<file path="config.mk">
export PLATFORM = sky130hd
export DESIGN_NAME = tmc_timer
export DESIGN_NICKNAME = d
export VERILOG_FILES = /design/src/tmc_pkg.sv /design/src/tmc_edge_sync.sv /design/src/tmc_prescaler.sv /design/src/tmc_timer.sv
export SDC_FILE = /design/constraint.sdc
export NUM_CORES = 1
export LEC_CHECK = 0
export BUFFER_PORTS_ARGS = -buffer_cell sky130_fd_sc_hd__buf_2
export CELL_PAD_IN_SITES_DETAIL_PLACEMENT = 0
export CELL_PAD_IN_SITES_GLOBAL_PLACEMENT = 2
export CORE_ASPECT_RATIO = 0.8
export CORE_UTILIZATION = 37
export CTS_CLUSTER_SIZE = 24
export DETAILED_ROUTE_END_ITERATION = 12
export PLACE_DENSITY_LB_ADDON = 0.2
export SYNTH_ARGS = -nofsm -noshare
export SYNTH_HDL_FRONTEND = slang
export SYNTH_SLANG_ARGS = --single-unit
</file>
<file path="constraint.sdc">
create_clock -name clk_i -period 3.1 [get_ports clk_i]
set_clock_uncertainty 0.05 [all_clocks]
set_input_delay 0.31 -clock clk_i [delete_from_list [all_inputs] [get_ports clk_i]]
set_output_delay 0.31 -clock clk_i [all_outputs]
set_load 0.05 [all_outputs]
</file>
<file path="src/tmc_pkg.sv">
// Notes on behaviour
// - Non-PWM: channel-B mode 00 off, 01 toggle, 10 clear, 11 set on match.
// - Fast PWM: B mode 10 clears on match, sets at BOTTOM; 11 inverse; 01 off.
// - Phase PWM: B mode 10 clears on up-match, sets on down-match; 11 inverse.
// - PWM: B compare equal to TOP with high mode bit: match ignored, action at TOP.
// - Phase PWM: A compare equal to TOP with high mode bit: action at TOP.
// - Nonzero B mode overrides the pin; software sets the direction bit too.
// - Wave modes 0,1,2,3,5,7 decode to their counting style and TOP source.
// - Compare update point and overflow flag point follow the wave mode.
// - Force bit in non-PWM mode applies the channel action immediately.
// - Forced compare raises no flag and never clears the counter.
// - Force bits always read back as zero.
// - Clock select 000 stops, 001 undivided, 010-101 divide 8/64/256/1024.
// - Clock select 110 counts falling, 111 rising edges of the count pin.
// - Count pin edges advance the counter even when the pin is an output.
// - Registers answer at data offset; all but the mask also at I/O address 0x20 lower.
// - Mask bit with global enable raises interrupt while its flag is set.
// - Flags clear on vector acknowledge or on software writing one.
// - Counter write suppresses compare match on the next timer clock.
`default_nettype none
package tmc_pkg;
    localparam logic [7:0] TMC_ADDR_CTRL_A = 8'h44;
    localparam logic [7:0] TMC_ADDR_CTRL_B = 8'h45;
    localparam logic [7:0] TMC_ADDR_CNT = 8'h46;
    localparam logic [7:0] TMC_ADDR_OCRA = 8'h47;
    localparam logic [7:0] TMC_ADDR_OCRB = 8'h48;
    localparam logic [7:0] TMC_ADDR_FLAG = 8'h35;
    localparam logic [7:0] TMC_ADDR_MASK = 8'h6e;
    localparam logic [7:0] TMC_IO_OFFSET = 8'h20;
    localparam logic [7:0] TMC_IO_LIMIT = 8'h3f;

    localparam int TMC_COMA_LO = 6;
    localparam int TMC_COMB_LO = 4;
    localparam int TMC_FOCA_BIT = 7;
    localparam int TMC_FOCB_BIT = 6;
    localparam int TMC_WGM2_BIT = 3;
    localparam int TMC_FLAG_OVF = 0;
    localparam int TMC_FLAG_MA = 1;
    localparam int TMC_FLAG_MB = 2;

    localparam logic [7:0] TMC_CTRL_A_RESET = 8'h00;
    localparam logic [3:0] TMC_CTRL_B_RESET = 4'h0;
    localparam logic [7:0] TMC_BYTE_RESET = 8'h00;
    localparam logic [2:0] TMC_BITS3_RESET = 3'h0;
    localparam logic [7:0] TMC_MAX = 8'hff;
    localparam logic [7:0] TMC_BOTTOM = 8'h00;

    localparam int TMC_DIV_8 = 8;
    localparam int TMC_DIV_64 = 64;
    localparam int TMC_DIV_256 = 256;
    localparam int TMC_DIV_1024 = 1024;

    localparam logic [2:0] TMC_CS_STOP = 3'h0;
    localparam logic [2:0] TMC_CS_DIV1 = 3'h1;
    localparam logic [2:0] TMC_CS_DIV8 = 3'h2;
    localparam logic [2:0] TMC_CS_DIV64 = 3'h3;
    localparam logic [2:0] TMC_CS_DIV256 = 3'h4;
    localparam logic [2:0] TMC_CS_DIV1024 = 3'h5;
    localparam logic [2:0] TMC_CS_EXT_FALL = 3'h6;
    localparam logic [2:0] TMC_CS_EXT_RISE = 3'h7;

    localparam logic [2:0] TMC_WM_NORMAL = 3'h0;
    localparam logic [2:0] TMC_WM_PC_MAX = 3'h1;
    localparam logic [2:0] TMC_WM_CLEAR = 3'h2;
    localparam logic [2:0] TMC_WM_FAST_MAX = 3'h3;
    localparam logic [2:0] TMC_WM_PC_OCR = 3'h5;
    localparam logic [2:0] TMC_WM_FAST_OCR = 3'h7;

    typedef enum logic [1:0] {
        TMC_CLS_PLAIN = 2'b00,
        TMC_CLS_FAST = 2'b01,
        TMC_CLS_PHASE = 2'b10
    } tmc_class_e;

    // Reserved modes 4 and 6 behave as plain counting.
    function automatic tmc_class_e tmc_wave_class(input logic [2:0] wm);
        tmc_class_e c;
        c = TMC_CLS_PLAIN;
        if (wm == TMC_WM_PC_MAX || wm == TMC_WM_PC_OCR) begin
            c = TMC_CLS_PHASE;
        end else if (wm == TMC_WM_FAST_MAX || wm == TMC_WM_FAST_OCR) begin
            c = TMC_CLS_FAST;
        end
        return c;
    endfunction
endpackage
`default_nettype wire

</file>
<file path="src/tmc_edge_sync.sv">
`timescale 1ns/1ps
`default_nettype none
module tmc_edge_sync (
    input wire logic clk_i,
    input wire logic srst_i,
    input wire logic pin_i,
    output logic rise_o,
    output logic fall_o
);
    typedef struct packed {
        logic meta;
        logic sync;
        logic prev;
        logic rise;
        logic fall;
    } tmc_edge_s;

    tmc_edge_s r_reg;
    tmc_edge_s r_next;

    // The first stage feeds only the second stage.
    always_comb begin
        r_next = r_reg;
        r_next.meta = pin_i;
        r_next.sync = r_reg.meta;
        r_next.prev = r_reg.sync;
        r_next.rise = r_reg.sync & ~r_reg.prev;
        r_next.fall = ~r_reg.sync & r_reg.prev;
    end

    always_ff @(posedge clk_i) begin
        if (srst_i) begin
            r_reg <= '0;
        end else begin
            r_reg <= r_next;
        end
    end

    assign rise_o = r_reg.rise;
    assign fall_o = r_reg.fall;
endmodule
`default_nettype wire

</file>
<file path="src/tmc_prescaler.sv">
`timescale 1ns/1ps
`default_nettype none
module tmc_prescaler #(
    parameter int WIDTH = 10
) (
    input wire logic clk_i,
    input wire logic srst_i,
    output logic tick8_o,
    output logic tick64_o,
    output logic tick256_o,
    output logic tick1024_o
);
    import tmc_pkg::*;

    typedef struct packed {
        logic [WIDTH-1:0] cnt;
        logic [3:0] tick;
    } tmc_presc_s;

    tmc_presc_s r_reg;
    tmc_presc_s r_next;

    function automatic logic div_hit(input logic [WIDTH-1:0] c,
                                     input int div);
        logic [WIDTH-1:0] m;
        m = WIDTH'(div - 1);
        return (c & m) == m;
    endfunction

    always_comb begin
        r_next = r_reg;
        r_next.cnt = r_reg.cnt + 1'b1;
        r_next.tick[0] = div_hit(r_reg.cnt, TMC_DIV_8);
        r_next.tick[1] = div_hit(r_reg.cnt, TMC_DIV_64);
        r_next.tick[2] = div_hit(r_reg.cnt, TMC_DIV_256);
        r_next.tick[3] = div_hit(r_reg.cnt, TMC_DIV_1024);
    end

    always_ff @(posedge clk_i) begin
        if (srst_i) begin
            r_reg <= '0;
        end else begin
            r_reg <= r_next;
        end
    end

    assign tick8_o = r_reg.tick[0];
    assign tick64_o = r_reg.tick[1];
    assign tick256_o = r_reg.tick[2];
    assign tick1024_o = r_reg.tick[3];
endmodule
`default_nettype wire

</file>
<file path="src/tmc_timer.sv">
`timescale 1ns/1ps
`default_nettype none
module tmc_timer (
    input wire logic clk_i,
    input wire logic srst_i,
    input wire logic [7:0] addr_i,
    input wire logic io_space_i,
    input wire logic wr_i,
    input wire logic rd_i,
    input wire logic [7:0] wdata_i,
    output logic [7:0] rdata_o,
    input wire logic global_irq_en_i,
    input wire logic [2:0] irq_ack_i,
    output logic [2:0] irq_o,
    input wire logic external_count_pin_i,
    output logic wave_out_a_o,
    output logic wave_out_b_o,
    output logic wave_a_override_o,
    output logic wave_b_override_o
);
    import tmc_pkg::*;

    typedef struct packed {
        logic [7:0] ctrl_a;
        logic [3:0] ctrl_b;
        logic [7:0] cnt;
        logic [7:0] ocra_buf;
        logic [7:0] ocrb_buf;
        logic [7:0] ocra;
        logic [7:0] ocrb;
        logic [2:0] flags;
        logic [2:0] mask;
        logic dir_down;
        logic blk;
        logic out_a;
        logic out_b;
        logic en_a;
        logic en_b;
        logic [2:0] irq;
        logic [7:0] rdata;
    } tmc_state_s;

    tmc_state_s r_reg;
    tmc_state_s r_next;

    logic t8, t64, t256, t1024, ext_rise, ext_fall;

    tmc_prescaler #(
        .WIDTH(10)
    ) u_presc (
        .clk_i(clk_i),
        .srst_i(srst_i),
        .tick8_o(t8),
        .tick64_o(t64),
        .tick256_o(t256),
        .tick1024_o(t1024)
    );

    // The pin is watched regardless of its direction setting.
    tmc_edge_sync u_edge (
        .clk_i(clk_i),
        .srst_i(srst_i),
        .pin_i(external_count_pin_i),
        .rise_o(ext_rise),
        .fall_o(ext_fall)
    );

    // Next level of one wave output for every mode style.
    function automatic logic wave_next(
        input logic [1:0] com,
        input logic tog_ok,
        input tmc_class_e cls,
        input logic cur,
        input logic hit,
        input logic frc,
        input logic at_top,
        input logic up,
        input logic ocr_top
    );
        logic v;
        v = cur;
        unique case (cls)
            TMC_CLS_PLAIN: begin
                if (hit || frc) begin
                    unique case (com)
                        2'b00: v = cur;
                        2'b01: v = ~cur;
                        2'b10: v = 1'b0;
                        2'b11: v = 1'b1;
                    endcase
                end
            end
            TMC_CLS_FAST: begin
                if (com[1]) begin
                    if (ocr_top) begin
                        if (at_top) begin
                            v = ~com[0];
                        end
                    end else begin
                        if (at_top) begin
                            v = ~com[0];
                        end
                        if (hit) begin
                            v = com[0];
                        end
                    end
                end else if (com[0] && tog_ok && hit) begin
                    v = ~cur;
                end
            end
            TMC_CLS_PHASE: begin
                if (com[1]) begin
                    if (ocr_top) begin
                        if (at_top) begin
                            v = ~com[0];
                        end
                    end else if (hit) begin
                        v = up ? com[0] : ~com[0];
                    end
                end else if (com[0] && tog_ok && hit) begin
                    v = ~cur;
                end
            end
            default: v = cur;
        endcase
        return v;
    endfunction

    logic [7:0] eff_addr;
    logic addr_ok;
    logic [2:0] wmode;
    tmc_class_e cls;
    logic [7:0] top;
    logic tick, at_top, hit_a, hit_b, ovf_at, frc_a, frc_b;
    logic [2:0] flag_clr, flag_set;
    logic wr_cnt;
    logic [2:0] cs;

    always_comb begin
        // I/O space sits 0x20 below data space and only covers 0x00-0x3f.
        eff_addr = addr_i + TMC_IO_OFFSET;
        addr_ok = (addr_i <= TMC_IO_LIMIT);
        if (!io_space_i) begin
            eff_addr = addr_i;
            addr_ok = 1'b1;
        end
        wmode = {r_reg.ctrl_b[TMC_WGM2_BIT], r_reg.ctrl_a[1:0]};
        cls = tmc_wave_class(wmode);
        // Reserved codes 4 and 6 keep the full 8-bit range.
        top = TMC_MAX;
        if (wmode == TMC_WM_CLEAR || wmode == TMC_WM_PC_OCR
            || wmode == TMC_WM_FAST_OCR) begin
            top = r_reg.ocra;
        end
        cs = r_reg.ctrl_b[2:0];
        unique case (cs)
            TMC_CS_STOP: tick = 1'b0;
            TMC_CS_DIV1: tick = 1'b1;
            TMC_CS_DIV8: tick = t8;
            TMC_CS_DIV64: tick = t64;
            TMC_CS_DIV256: tick = t256;
            TMC_CS_DIV1024: tick = t1024;
            TMC_CS_EXT_FALL: tick = ext_fall;
            TMC_CS_EXT_RISE: tick = ext_rise;
        endcase
        at_top = tick && (r_reg.cnt == top);
        hit_a = tick && !r_reg.blk && (r_reg.cnt == r_reg.ocra);
        hit_b = tick && !r_reg.blk && (r_reg.cnt == r_reg.ocrb);
        if (cls == TMC_CLS_PHASE) begin
            ovf_at = tick && r_reg.dir_down && (r_reg.cnt == TMC_BOTTOM);
        end else if (wmode == TMC_WM_FAST_OCR) begin
            ovf_at = at_top;
        end else begin
            ovf_at = tick && (r_reg.cnt == TMC_MAX);
        end
        wr_cnt = wr_i && addr_ok && (eff_addr == TMC_ADDR_CNT);
        frc_a = wr_i && addr_ok && (eff_addr == TMC_ADDR_CTRL_B)
                && wdata_i[TMC_FOCA_BIT] && (cls == TMC_CLS_PLAIN);
        frc_b = wr_i && addr_ok && (eff_addr == TMC_ADDR_CTRL_B)
                && wdata_i[TMC_FOCB_BIT] && (cls == TMC_CLS_PLAIN);
        flag_clr = irq_ack_i;
        if (wr_i && addr_ok && eff_addr == TMC_ADDR_FLAG) begin
            flag_clr = irq_ack_i | wdata_i[2:0];
        end
        // Forced compares never reach the flags.
        flag_set = '0;
        flag_set[TMC_FLAG_OVF] = ovf_at;
        flag_set[TMC_FLAG_MA] = hit_a;
        flag_set[TMC_FLAG_MB] = hit_b;
    end

    always_comb begin
        r_next = r_reg;
        // Counter sequencing; only channel A clears it on match.
        if (tick) begin
            if (cls == TMC_CLS_PHASE) begin
                if (!r_reg.dir_down) begin
                    if (r_reg.cnt == top) begin
                        r_next.dir_down = 1'b1;
                        r_next.cnt = r_reg.cnt - 1'b1;
                    end else begin
                        r_next.cnt = r_reg.cnt + 1'b1;
                    end
                end else if (r_reg.cnt == TMC_BOTTOM) begin
                    r_next.dir_down = 1'b0;
                    r_next.cnt = r_reg.cnt + 1'b1;
                end else begin
                    r_next.cnt = r_reg.cnt - 1'b1;
                end
            end else begin
                r_next.dir_down = 1'b0;
                r_next.cnt = (r_reg.cnt == top) ? TMC_BOTTOM
                                                : r_reg.cnt + 1'b1;
            end
            r_next.blk = 1'b0;
        end
        r_next.out_a = wave_next(r_reg.ctrl_a[TMC_COMA_LO +: 2],
                                 r_reg.ctrl_b[TMC_WGM2_BIT], cls,
                                 r_reg.out_a, hit_a, frc_a, at_top,
                                 !r_reg.dir_down,
                                 r_reg.ocra == top);
        r_next.out_b = wave_next(r_reg.ctrl_a[TMC_COMB_LO +: 2], 1'b0, cls,
                                 r_reg.out_b, hit_b, frc_b, at_top,
                                 !r_reg.dir_down,
                                 r_reg.ocrb == top);
        r_next.flags = (r_reg.flags & ~flag_clr) | flag_set;
        if (wr_i && addr_ok) begin
            unique case (eff_addr)
                TMC_ADDR_CTRL_A: r_next.ctrl_a = wdata_i;
                TMC_ADDR_CTRL_B: r_next.ctrl_b = wdata_i[3:0];
                TMC_ADDR_OCRA: r_next.ocra_buf = wdata_i;
                TMC_ADDR_OCRB: r_next.ocrb_buf = wdata_i;
                TMC_ADDR_MASK: r_next.mask = wdata_i[2:0];
                TMC_ADDR_CNT: begin
                    r_next.cnt = wdata_i;
                    r_next.blk = 1'b1;
                end
                default: r_next.mask = r_next.mask;
            endcase
        end
        // Compare double buffering: immediate in non-PWM modes, at TOP in PWM modes.
        if (cls == TMC_CLS_PLAIN || (at_top && cls != TMC_CLS_PLAIN)) begin
            r_next.ocra = r_next.ocra_buf;
            r_next.ocrb = r_next.ocrb_buf;
        end
        r_next.en_a = r_next.ctrl_a[TMC_COMA_LO +: 2] != 2'b00;
        r_next.en_b = r_next.ctrl_a[TMC_COMB_LO +: 2] != 2'b00;
        r_next.irq = r_next.flags & r_next.mask
                     & {3{global_irq_en_i}};
        if (rd_i && addr_ok) begin
            unique case (eff_addr)
                TMC_ADDR_CTRL_A: r_next.rdata = r_reg.ctrl_a;
                TMC_ADDR_CTRL_B: r_next.rdata = {4'h0, r_reg.ctrl_b};
                TMC_ADDR_CNT: r_next.rdata = r_reg.cnt;
                TMC_ADDR_OCRA: r_next.rdata = r_reg.ocra_buf;
                TMC_ADDR_OCRB: r_next.rdata = r_reg.ocrb_buf;
                TMC_ADDR_FLAG: r_next.rdata = {5'h00, r_reg.flags};
                TMC_ADDR_MASK: r_next.rdata = {5'h00, r_reg.mask};
                default: r_next.rdata = TMC_BYTE_RESET;
            endcase
        end
    end

    always_ff @(posedge clk_i) begin
        if (srst_i) begin
            r_reg.ctrl_a <= TMC_CTRL_A_RESET;
            r_reg.ctrl_b <= TMC_CTRL_B_RESET;
            r_reg.cnt <= TMC_BYTE_RESET;
            r_reg.ocra_buf <= TMC_BYTE_RESET;
            r_reg.ocrb_buf <= TMC_BYTE_RESET;
            r_reg.ocra <= TMC_BYTE_RESET;
            r_reg.ocrb <= TMC_BYTE_RESET;
            r_reg.flags <= TMC_BITS3_RESET;
            r_reg.mask <= TMC_BITS3_RESET;
            r_reg.dir_down <= 1'b0;
            r_reg.blk <= 1'b0;
            r_reg.out_a <= 1'b0;
            r_reg.out_b <= 1'b0;
            r_reg.en_a <= 1'b0;
            r_reg.en_b <= 1'b0;
            r_reg.irq <= TMC_BITS3_RESET;
            r_reg.rdata <= TMC_BYTE_RESET;
        end else begin
            r_reg <= r_next;
        end
    end

    assign rdata_o = r_reg.rdata;
    assign irq_o = r_reg.irq;
    assign wave_out_a_o = r_reg.out_a;
    assign wave_out_b_o = r_reg.out_b;
    assign wave_a_override_o = r_reg.en_a;
    assign wave_b_override_o = r_reg.en_b;

    a_force_reads_zero:
    assert property (@(posedge clk_i) disable iff (srst_i)
        rd_i && !io_space_i && addr_i == TMC_ADDR_CTRL_B
        |=> rdata_o[7:6] == 2'b00)
    else $error("force bits read back nonzero");

    a_stopped_holds:
    assert property (@(posedge clk_i) disable iff (srst_i)
        cs == TMC_CS_STOP && !wr_cnt |=> $stable(r_reg.cnt))
    else $error("counter moved with no clock source");

    a_force_b_set:
    assert property (@(posedge clk_i) disable iff (srst_i)
        frc_b && r_reg.ctrl_a[5:4] == 2'b11 |=> wave_out_b_o)
    else $error("forced compare did not set channel B");

    a_force_no_flag:
    assert property (@(posedge clk_i) disable iff (srst_i)
        frc_b && !hit_b && !r_reg.flags[TMC_FLAG_MB]
        |=> !r_reg.flags[TMC_FLAG_MB])
    else $error("forced compare raised a flag");

    a_fast_b_clear:
    assert property (@(posedge clk_i) disable iff (srst_i)
        cls == TMC_CLS_FAST && hit_b && r_reg.ctrl_a[5:4] == 2'b10
        && r_reg.ocrb != top |=> !wave_out_b_o)
    else $error("fast mode did not clear channel B on match");

    a_phase_b_up:
    assert property (@(posedge clk_i) disable iff (srst_i)
        cls == TMC_CLS_PHASE && hit_b && !r_reg.dir_down
        && r_reg.ctrl_a[5:4] == 2'b11 && r_reg.ocrb != top
        |=> wave_out_b_o)
    else $error("phase mode did not set channel B on up match");

    a_ovf_normal_max:
    assert property (@(posedge clk_i) disable iff (srst_i)
        wmode == TMC_WM_NORMAL && tick && r_reg.cnt == TMC_MAX
        |=> r_reg.flags[TMC_FLAG_OVF] && (irq_o[TMC_FLAG_OVF]
            || !r_reg.mask[TMC_FLAG_OVF] || !$past(global_irq_en_i)))
    else $error("overflow at MAX not flagged");

    a_io_alias:
    assert property (@(posedge clk_i) disable iff (srst_i)
        wr_i && io_space_i && addr_i == TMC_ADDR_CTRL_B - TMC_IO_OFFSET
        |=> {4'h0, r_reg.ctrl_b} == ($past(wdata_i) & 8'h0f))
    else $error("I/O alias of control B not written");

    a_ack_clears:
    assert property (@(posedge clk_i) disable iff (srst_i)
        irq_ack_i[TMC_FLAG_MA] && !hit_a |=> !r_reg.flags[TMC_FLAG_MA])
    else $error("acknowledge did not clear match A flag");

    a_irq_gate:
    assert property (@(posedge clk_i) disable iff (srst_i)
        irq_o != 3'h0 |-> $past(global_irq_en_i))
    else $error("interrupt raised without global enable");

    a_ext_rise_counts:
    assert property (@(posedge clk_i) disable iff (srst_i)
        cs == TMC_CS_EXT_RISE && !ext_rise && !wr_cnt
        |=> $stable(r_reg.cnt))
    else $error("counter moved without a pin edge");
endmodule
`default_nettype wire
</file>
Word level (Yosys, flattened, before mapping)
Index checks and enable logic that the tools add are counted.
{ "totals": {"output_inout_bits": 15, "ff_bits": 94, "in_bits": 26, "word_cells": 182} }
{ "op_classes": {"mux": 54, "bitwise": 14, "reduce_logical": 39, "n_eq_ne": 45, "add_sub_neg": 4, "n_lt_le_gt_ge": 1} }
{ "op_table": {"columns": ["operator", "count"], "rows": [
  ["$mux 8", 12],
  ["$pmux 8 s7", 1],
  ["$eq 8x7->1 const B", 6],
  ["$eq 8x8->1", 5],
  ["$mux 36", 1],
  ["$mux 1", 30],
  ["$eq 3x3->1 const B", 7],
  ["$logic_and 1x1->1", 18],
  ["$eq 8x8->1 const B", 2],
  ["$eq 3x2->1 const B", 4],
  ["$ne 2x2->1 const B", 6],
  ["$pmux 1 s3", 4],
  ["$add 10x1->10 const B", 1],
  ["$eq 10x10->1 const B", 1],
  ["$eq 2x2->1 const B", 5],
  ["$and 3x3->3", 3],
  ["$mux 3", 3],
  ["$add 8x1->8 const B", 1],
  ["$add 8x6->8 const B", 1],
  ["$eq 8x6->1 const B", 1],
  ["$le 8x6->1 const B", 1],
  ["$logic_not 8->1", 1],
  ["$pmux 1 s8", 1],
  ["$sub 8x1->8 const B", 1],
  ["20 further kinds", 41]
]} }

Longest topological paths before layout
Gate-level depths: netlist of the first run.
{ "logic_depth": {"ltp_word": 12, "ltp_mapped": 10, "mapped_depth_nobuf": 9} }

By module
Synthesis of the first run repeated with hierarchy kept, for this count alone.
{ "unflattened": {"cells_unflattened": 649, "area_unflattened_um2": 5381.4} }
{ "by_module_without_submodules": {"columns": ["module", "instances", "cells_per_inst", "seq_area_each_um2", "area_each_um2"], "rows": [
  ["tmc_timer", 1, 586, 1501.4, 4718.3],
  ["tmc_prescaler", 1, 53, 280.3, 529.3],
  ["tmc_edge_sync", 1, 10, 100.1, 133.9]
]} }

Worst setup path after synthesis of the first run
OpenSTA, ideal clock, no wires.
{ "synth_path": {"kind": "flip-flop to flip-flop", "from": "reg r_reg[56] (netlist bit)", "to": "reg r_reg[56] (netlist bit)", "stages_incl_launch_ff": 11, "arrival_ps": 2338, "synth_period_minus_slack_ps": 2520, "setup_ps": 132, "setup_slack_ps": 580, "cell_sequence": "dfxtp_1 > buf_1 > inv_1 > ha_1 > or3b_2 > nor4b_2 > xnor2_1 > nand2_1 > o31ai_1 > a2111oi_0 > nor3_1"} }
{ "synth_between": {"elab_chain_cells": 7} }
{ "synth_rtl": {"columns": ["item", "line_no", "text"], "rows": [
  ["start, declared", "tmc_timer.sv:43", "tmc_state_s r_reg;"],
  ["start signal, assigned", "tmc_timer.sv:284", "r_reg <= r_next;"],
  ["$add 8x1->8 (tied with other cells)", "tmc_timer.sv:202, tmc_timer.sv:206, tmc_timer.sv:213", null],
  ["$mux 8, on equally long branches", "tmc_timer.sv:198, tmc_timer.sv:204", null],
  ["$mux 8", "tmc_timer.sv:197", "if (!r_reg.dir_down) begin"],
  ["$mux 8", "tmc_timer.sv:196", "if (cls == TMC_CLS_PHASE) begin"],
  ["$mux 8 (*)", "tmc_timer.sv:195", "if (tick) begin"],
  ["$mux 8", "tmc_timer.sv:228", "unique case (eff_addr)"],
  ["$mux 36 (*)", "tmc_timer.sv:227", "if (wr_i && addr_ok) begin"]
]} }
Every way passes the cells marked *; elsewhere a longest branch is shown, timed or not.
A chain may end at the register's enable or synchronous reset.

Worst setup path in the final report of the first run
{ "layout_path": {"from": "reg r_reg[66] (netlist bit)", "to": "reg r_reg[56] (netlist bit)"} }
{ "layout_between": {"elab_chain_cells": 11} }
{ "layout_rtl": {"columns": ["item", "line_no", "text"], "rows": [
  ["$eq 3x2->1 or $eq 3x3->1 (tied branches)", "tmc_timer.sv:151, tmc_pkg.sv:79", null],
  ["$logic_or 1x1->1", "tmc_timer.sv:151", "if (wmode == TMC_WM_CLEAR || wmode == TMC_WM_PC_OCR"],
  ["$logic_or 1x1->1", "tmc_timer.sv:152", "|| wmode == TMC_WM_FAST_OCR) begin"],
  ["$mux 8", "tmc_timer.sv:151", null],
  ["$eq 8x8->1", "tmc_timer.sv:198, tmc_timer.sv:212", null],
  ["$mux 8", "tmc_timer.sv:198", "if (r_reg.cnt == top) begin"],
  ["$mux 8", "tmc_timer.sv:197", null],
  ["$mux 8 (*)", "tmc_timer.sv:196", null],
  ["$mux 8 (*)", "tmc_timer.sv:195", null],
  ["$mux 8", "tmc_timer.sv:228", null],
  ["$mux 36 (*)", "tmc_timer.sv:227", null]
]} }
Marked as above.

==> results of run 1 <==
## routing by layer
| layer | global-route usage | part of all wire | wire (um) |
|---|---|---|---|
| met1 | 0.3451 | 0.51 | 8337 |
| met2 | 0.3354 | 0.41 | 6596 |
| met3 | 0.04795 | 0.059 | 957 |
| met4 | 0.06984 | 0.019 | 302 |
| met5 | 0 | 0 | 0 |
## worst max-delay path: stages, from the launching register on
cell       delay [ns]
dfxtp_1          0.45
or3b_1           0.61
a2111oi_4        0.39
a311o_2          0.21
nand4_4          0.24
and3_1           0.26
a2111oi_0        0.38
nor3_1           0.09
## kinds of logic (layout without fill, tap and decap cells)
group,Yosys count,in the layout,synth area share
compound gates,143,143,0.2017
xor+xnor,34,34,0.05580
flops,94,94,0.3526
mux,44,44,0.09496
fa+ha+maj,5,5,0.01172
buf+inv,70,93,0.06401
simple gates,224,224,0.2192
## worst paths after layout
path                              from               end  slack [ns]
setup / recovery             r_reg[66]         r_reg[56]        0.29
hold / removal    external_count_pin_i  u_edge.r_next[3]        0.11
setup reg to reg             r_reg[66]         r_reg[56]        0.29
hold reg to reg        u_edge.r_reg[2]     u_edge.rise_o        0.36
## report_power, final
part           internal (W)  switching [W]
clock              0.000731       0.000551
sequential          0.00121     0.00000464
combinational     0.0000363      0.0000747
## placed cells by master, fill, tap and decap left out, types with 4 or more instances in the layout
cell / instances
a21oi_1: 20
a22oi_1: 13
inv_1: 12
nand4_1: 10
xor2_1: 14
o31ai_1: 5
a311oi_1: 5
a32o_1: 4
nand3_1: 20
a21o_1: 5
nor2b_1: 12
buf_4: 23
dfxtp_1: 94
nand2_1: 34
ha_1: 5
mux4_2: 5
nor2_1: 89
o21ai_0: 17
and3_1: 11
nor3_1: 10
o211ai_1: 7
a211oi_1: 20
mux2i_1: 36
clkbuf_16: 9
xnor2_1: 20
buf_2: 40
## through the flow
step	cell area, um2	hold WS [ns]	setup WS, ns	utilization	std cells
after floorplan	5336	0.3335	0.5802	-	614
after global placement	5678	0.3423	0.3032	0.4104	801
after detailed placement	5678	0.3501	0.3150	0.4104	801
after CTS	6015	0.1018	0.2990	0.4347	817
after global routing	6015	0.1086	0.04252	0.4347	817
final	6015	0.1125	0.2866	0.4347	817
## layout make-up
cell class | count | share of cell area
multi-input cells | 450 | 0.5176
flip-flops and latches | 94 | 0.3129
repair buffers | 65 | 0.06865
clock buffers | 9 | 0.03745
well taps | 180 | 0.03745
clock inverters | 7 | 0.01851
inverters | 12 | 0.007489
==> impl_metrics.csv, run 1 <==
group,metric,value,unit
outcome,status,"completed",
route,drc,0,
cts,cts_setup_buffers,0,
floorplan,start_util,0.3857,
synth,yosysTopAreaCell,"dfxtp_1",
timing,final_max_slew_viol_count,0,
synth,synth_cell_types,82,
pwr,p_leak,2.384,nW
route,wl_per_cell,19.82,um
floorplan,rows,38,
critical_path,critPathMaxFanout,15,
synth,ys_seq_elements,94,
cts,hold_buffers,0,
cts,numCtsBuffers,9,
synth,avgSynthCellArea,8.691,um2
synth,synth_flop_cell,"dfxtp_1",
synth,syn_nets,645,
pwr,power_density,433.9,mW/mm2
timing,timing.final.crit_period,2.813,ns
synth,async_flop_share,0,
synth,synth.most_common_cell,"dfxtp_1",
worst_hold_path,min_path_type,"in2reg",
synth,synth.area.top_cells,"dfxtp_1 (35%), mux2i_1 (6.8%), nor2_1 (6.3%)",
global_routing,gr-total-overflow,0,
synth,synthTopCellsByCount,"dfxtp_1 (94), nor2_1 (89), mux2i_1 (36)",
synth,synth_area,0.005336,mm2
cts,cts_sinks,94,
global_routing,antenna_found_initial,0,
cts,clk_path_buf_depth,2,
synth,synth.top_cell.area_share,0.3526,
critical_path,cp_data_arrival_time,3.00,ns
placement,io_buffers,40,
global_routing,grt_max_degree,83,
cts,cts_max_level,3,
timing,tightest_slew,0.7763,ns
placement,finalWeightedCongestion,0.8253,
critical_path,required,3.29,ns
timing,rsz0062_at_grt,"false",
pwr,finalPower,0.002610,W
floorplan,die-area,0.01491,mm2
layout,fin_nets,663,
layout,drive_gt1_frac,0.1695,
timing,setup_tns,0,ns
layout,syn_to_final_growth,12.71,%
timing,timing.slew.headroom,0.4825,
critical_path,setup.worst_path.class,"reg2reg",
cts,cts.clk_slew.worst_paths,0.07,ns
critical_path,cp-start-kind,"register",
layout,seq_area,0.001882,mm2
timing,hold_viol_final,0,
route,dr.pass1.iters,5,
global_routing,grt_pass1_vias,4431,
synth,ys_seq_area_frac,0.3526,
layout,multi_input_area,0.003113,mm2
floorplan,die_y,109.4,um
route,drtAntennaViolNets,0,
layout,largest_register_ff_count,57,
global_routing,grt_first_pass_wirelength,25800,um
floorplan,io_pins,41,
critical_path,r2r_cells,7,
run,maxCapViolations,0,
worst_hold_path,hold_depth,2,
route,routed_wl,16190,um
route,drt_iter0_drc,429,
placement,dpl.hpwl,11990,um
timing,fmax,355.4,MHz
timing,post-route-period-util,0.9075,
cts,insertion_delay,0.36,ns
pwr,vdd_drop_max,0.3689,mV
floorplan,die_x,136.3,um
cts,cts_resized,0,
floorplan,core_area,0.01384,mm2
route,via_count,4797,
cts,cts_tree,"built",
global_routing,globalRouteTotalUtil,0.2333,
synth,netlist_instances,614,
cts,root_buffer,"clkbuf_16",
synth,synth_edf_count,0,
timing,finalSetupViolCount,0,
critical_path,worstSetupEndpointType,"register",
route,vias_per_cell,5.871,
synth,yosysWarnings,0,
layout,antenna_cells,0,
layout,fillers,1396,
(Power assumes the default switching activity.)
==> run 2, diff against run 1 <==
Settings changed: ABC_AREA set to 1, CORE_MARGIN set to 2, CORE_UTILIZATION 37 to 34, SYNTH_HIERARCHICAL set to 1.
==> run 2 against run 1 <==
Net effect:
- routed wire length up 5.3%
- core utilization down 4.5 points
- synthesized cell count up 27%
- power down 7.3%
- hold slack worse by 0.011 ns
- via count up 5.6%
- first-iteration DRC count down 4.7%
- synthesized area up 0.12%
- maximum frequency up 15%
- critical endpoint is now wave_out_b_o
- highest routed layer unchanged
==> impl_metrics.csv, run 2 <==
group,metric,value,unit
timing,rsz0062_at_grt,"false",
synth,synth.area.top_cells,"dfxtp_1 (35%), nand2_1 (11%), inv_1 (7.2%)",
synth,yosysTopAreaCell,"dfxtp_1",
global_routing,gr-total-overflow,0,
timing,post-route-period-util,0.7861,
cts,cts.clk_slew.worst_paths,0.07,ns
global_routing,antenna_found_initial,0,
placement,finalWeightedCongestion,0.9239,
synth,synth_area,0.005343,mm2
layout,final_cell_mix,"nand2_1 (155), inv_1 (102), dfxtp_1 (94)",
cts,clk_path_buf_depth,2,
critical_path,worstReg2RegStart,"r_reg[60]",
global_routing,grt_max_degree,46,
outcome,status,"completed",
route,wl_per_cell,16.70,um
timing,tightest_slew,0.5974,ns
synth,netlist_instances,781,
floorplan,io_pins,41,
cts,root_buffer,"clkbuf_16",
synth,ys_seq_area_frac,0.3522,
global_routing,globalRouteTotalUtil,0.2138,
route,dr.pass1.iters,5,
route,vias_per_cell,4.963,
route,via_count,5067,
layout,mostFrequentLayoutCell,"nand2_1",
layout,fin_util,0.3898,
critical_path,reg2reg_slack,0.66,ns
timing,setup_tns,0,ns
worst_hold_path,holdPathEnd,"u_edge/r_next[3]",
pwr,finalPower,0.002419,W
cts,cts_max_level,3,
critical_path,worstSetupEndpointType,"register",
critical_path,critPathMaxFanout,9,
global_routing,grt_first_pass_wirelength,26770,um
timing,timing.slew.headroom,0.6003,
critical_path,r2r_cells,12,
route,routed_wl,17050,um
pwr,p_leak,2.469,nW
synth,avgSynthCellArea,6.841,um2
critical_path,setup.worst_path.class,"reg2reg",
placement,place_inst,1005,
route,drc,0,
worst_hold_path,hold_depth,3,
pwr,vdd_drop_max,0.2403,mV
cts,cts_sinks,94,
synth,synth_edf_count,0,
cts,cts_setup_buffers,0,
synth,synth_cell_types,38,
timing,finalSetupViolCount,0,
timing,fmax,410.4,MHz
timing,hold_viol_final,0,
critical_path,worstReg2RegEnd,"wave_out_b_o",
cts,cts_tree,"built",
synth,async_flop_share,0,
floorplan,die_y,116.1,um
route,drtAntennaViolNets,0,
placement,dpl.hpwl,13220,um
pwr,power_density,407.9,mW/mm2
critical_path,cp-start-kind,"register",
synth,synthTopCellsByCount,"nand2_1 (155), inv_1 (102), dfxtp_1 (94)",
cts,numCtsBuffers,9,
critical_path,required,3.33,ns
cts,cts_resized,0,
synth,synth_flop_cell,"dfxtp_1",
timing,timing.final.crit_period,2.437,ns
layout,syn_to_final_growth,11.01,%
floorplan,die_x,144.2,um
synth,synth.most_common_cell,"nand2_1",
route,drt_iter0_drc,409,
timing,whs,0.1016,ns
layout,antenna_cells,0,
synth,yosysWarnings,6,
layout,drive_gt1_frac,0.1233,
layout,largest_register_ff_count,57,
critical_path,cp_data_arrival_time,2.67,ns
run,maxCapViolations,0,
synth,synth.top_cell.area_share,0.3522,
layout,finalNonFillerCells,1021,
floorplan,start_util,0.3512,
synth,ys_seq_elements,94,
worst_hold_path,min_path_type,"in2reg",
floorplan,rows,40,
layout,fin_nets,837,
cts,hold_buffers,0,
floorplan,die-area,0.01674,mm2
worst_hold_path,hp-start,"external_count_pin_i",
cts,insertion_delay,0.36,ns
synth,syn_nets,812,
floorplan,core_area,0.01521,mm2
global_routing,grt_pass1_vias,4715,
placement,io_buffers,40,
timing,final_max_slew_viol_count,0,
run 2: cell type report:
cell class | instances | area [um2]
Clock buffer | 10 | 229.0
Clock inverter | 6 | 50.05
Fill cell | 1694 | 9284
Inverter | 109 | 409.1
Multi-Input combinational cell | 546 | 2853
Sequential cell | 94 | 1882
Tap cell | 210 | 262.8
Timing Repair Buffer | 46 | 245.2
run 2: report_power, final:
group / switching, W / internal, W / total (W)
logic: 0.0000858 / 0.0000342 / 0.000120
registers: 0.00000510 / 0.00121 / 0.00122
clock network: 0.000523 / 0.000558 / 0.00108
run 2: how the worst max path moves through the flow:
stage | startpoint | depth (start not counted) | slack, ns | endpoint
global route | r_reg[60] | 12 | 0.49 | wave_out_b_o
floorplan | addr_i[5] | 10 | 1.14 | r_reg[26]
finish | r_reg[60] | 12 | 0.66 | wave_out_b_o
detailed placement | addr_i[5] | 11 | 0.63 | r_reg[26]
global placement | addr_i[5] | 11 | 0.66 | r_reg[26]
CTS | r_reg[60] | 12 | 0.70 | wave_out_b_o
run 2: critical path, stage by stage, from the launching register on:
cell and delay [ns]:
dfxtp_1 0.59, inv_1 0.29, nand2_1 0.12, nand4_1 0.10
nor3_1 0.36, nand2_1 0.28, o21ai_2 0.13, nand2_1 0.07
nand2_1 0.07, nand3_1 0.09, nand2_1 0.07, nand2_1 0.04
a21oi_1 0.12
run 2: per-layer routing:
layer / vias to the layer above / part of all wire / global-route usage
li1: 2576 / - / -
met1: 2340 / 0.48 / 0.3083
met2: 133 / 0.44 / 0.3241
met3: 18 / 0.060 / 0.04551
met4: 0 / 0.019 / 0.06084
met5: - / 0 / 0
run 2: per-stage QoR:
step	worst slack, ns	area [um2]
2_1_floorplan	1.143	5343
3_3_place_gp	0.6558	5652
3_5_place_dp	0.6283	5652
4_1_cts	0.7028	5931
5_1_grt	0.4905	5931
6_report	0.6631	5931
run 2: cells by family (layout without fill, tap and decap cells):
family,after synthesis,count (layout),share of synthesized area
AOI/OAI and AO/OA,167,167,0.1686
xor gates and xnor gates,38,38,0.06370
adders and majority gates,5,5,0.01171
buffers and inverters,141,171,0.1138
DFF,94,94,0.3522
and+or+nand+nor,336,336,0.2899
==> run 3, diff against run 2 <==
Settings changed: CORE_UTILIZATION 34 to 31.
Clock period 3.1 ns to 2.1 ns, I/O delays scaled along.
==> run 3 against run 2 <==
Net effect:
- largest power group unchanged
- combinational power increased by 68%
- critical endpoint is now r_reg[58]
- sequential cell count unchanged
- register-to-register slack got worse by 0.58 ns
- die area increased by 9.4%
- global-route usage decreased by 0.87 points
- highest routed layer unchanged
- hold slack got worse by 0.080 ns
- clock power increased by 49%
==> impl_metrics.csv, run 3 (synthesized netlist as in run 2, its figures left out) <==
group,metric,value,unit
worst_hold_path,min_path_type,"in2reg",
floorplan,rows,42,
pwr,finalPower,0.003612,W
route,wl_per_cell,16.59,um
cts,cts_sinks,94,
cts,numCtsBuffers,9,
cts,cts_tree,"built",
critical_path,worstSetupEndpointType,"register",
global_routing,grt_max_degree,46,
floorplan,die_y,121.4,um
run,maxCapViolations,0,
layout,syn_to_final_growth,30.63,%
global_routing,globalRouteTotalUtil,0.2051,
pwr,p_leak,2.986,nW
timing,timing.slew.headroom,0.6314,
timing,finalSetupViolCount,0,
pwr,vdd_drop_max,0.4439,mV
route,drt_iter0_drc,415,
route,vias_per_cell,4.978,
floorplan,start_util,0.3197,
timing,setup_ws,0.08231,ns
floorplan,die_x,150.8,um
timing,rsz0062_at_grt,"true",
outcome,status,"completed",
critical_path,required,2.33,ns
timing,hold_viol_final,0,
pwr,power_density,517.5,mW/mm2
route,routed_wl,18520,um
layout,finalNonFillerCells,1116,
layout,seq_area,0.001892,mm2
timing,setup_tns,0,ns
critical_path,cp-start-kind,"register",
layout,multi_input_area,0.003183,mm2
floorplan,io_pins,41,
layout,antenna_cells,0,
cts,cts_max_level,3,
layout,fin_util,0.4176,
layout,fin_nets,925,
global_routing,antenna_found_initial,0,
layout,mostFrequentLayoutCell,"nand2_1",
cts,root_buffer,"clkbuf_16",
layout,final_cell_mix,"nand2_1 (127), inv_1 (101), dfxtp_1 (90)",
timing,post-route-period-util,0.9608,
cts,insertion_delay,0.35,ns
cts,cts_setup_buffers,0,
global_routing,gr-total-overflow,0,
timing,tightest_slew,0.5529,ns
route,via_count,5556,
placement,io_buffers,40,
timing,final_max_slew_viol_count,0,
placement,dpl.hpwl,14100,um
global_routing,grt_pass1_vias,5089,
floorplan,core_area,0.01671,mm2
global_routing,grt_first_pass_wirelength,28200,um
route,drc,0,
layout,fillers,1801,
timing,fmax,495.6,MHz
layout,drive_gt1_frac,0.2757,
critical_path,critPathMaxFanout,8,
route,dr.pass1.iters,7,
layout,largest_register_ff_count,57,
placement,finalWeightedCongestion,0.8960,
floorplan,die-area,0.01831,mm2
critical_path,cp_data_arrival_time,2.25,ns
cts,cts.clk_slew.worst_paths,0.07,ns
placement,place_ws,-0.1299,ns
placement,place_inst,1099,
timing,timing.final.crit_period,2.018,ns
critical_path,setup.worst_path.class,"reg2reg",
route,drtAntennaViolNets,0,
cts,clk_path_buf_depth,2,
run 3: what timing repair did:
| action | 4_1_cts | 5_1_grt |
|---|---|---|
| endpoints found under the hold margin | 0 | 0 |
| pin swaps | 1 | 24 |
| resized for setup | 2 | 88 |
| endpoints found under the setup margin | 2 | 32 |
| hold buffers | 0 | 0 |
| cloned | 0 | 4 |
run 3: stage by stage:
step	area (um2)	hold slack (ns)
after CTS	6586	0.01454
after floorplan	5343	0.2312
after detailed placement	6307	0.3495
final	6979	0.02136
after global routing	6979	0.03254
after global placement	6307	0.3457
run 3: critical path, cell delays in order (launching register included):
cell     delay (ns)
dfxtp_4        0.38
nor2_4         0.05
nand2_4        0.13
nand2_8        0.11
nand2_4        0.09
nand2_2        0.06
nand2_4        0.10
nand3_4        0.08
nor2_4         0.13
buf_6          0.12
nand3_4        0.10
nand2_4        0.13
nand2_4        0.09
nor2_4         0.11
o21ai_2        0.07
a21oi_1        0.13
run 3: layout make-up:
type	instances	share of cell area
Inverter	109	0.05862
Multi-Input combinational cell	548	0.4561
Tap cell	220	0.03944
Timing Repair Buffer	132	0.1355
Clock buffer	9	0.03227
Sequential cell	94	0.2711
Clock inverter	4	0.006992
run 3: worst paths after layout:
kind         depth (start not counted)  slack (ns)                to                 start
min reg2reg                          2        0.36  u_edge/r_next[2]      u_edge/r_next[3]
min                                  3        0.02  u_edge/r_next[3]  external_count_pin_i
max reg2reg                         15        0.08         r_reg[58]             r_reg[66]
max                                 15        0.08         r_reg[58]             r_reg[66]
run 3: power by group:
part           switching (W)  internal (W)
clock network       0.000709      0.000904
registers         0.00000692       0.00179
logic               0.000133     0.0000696
total               0.000848       0.00276
run 3: per-layer routing:
layer	track usage	routed length, um	vias up
met5	0	0	-
met4	0.06367	310	0
met3	0.04098	1212	20
met2	0.3077	8087	159
met1	0.2947	8906	2623
li1	-	-	2754
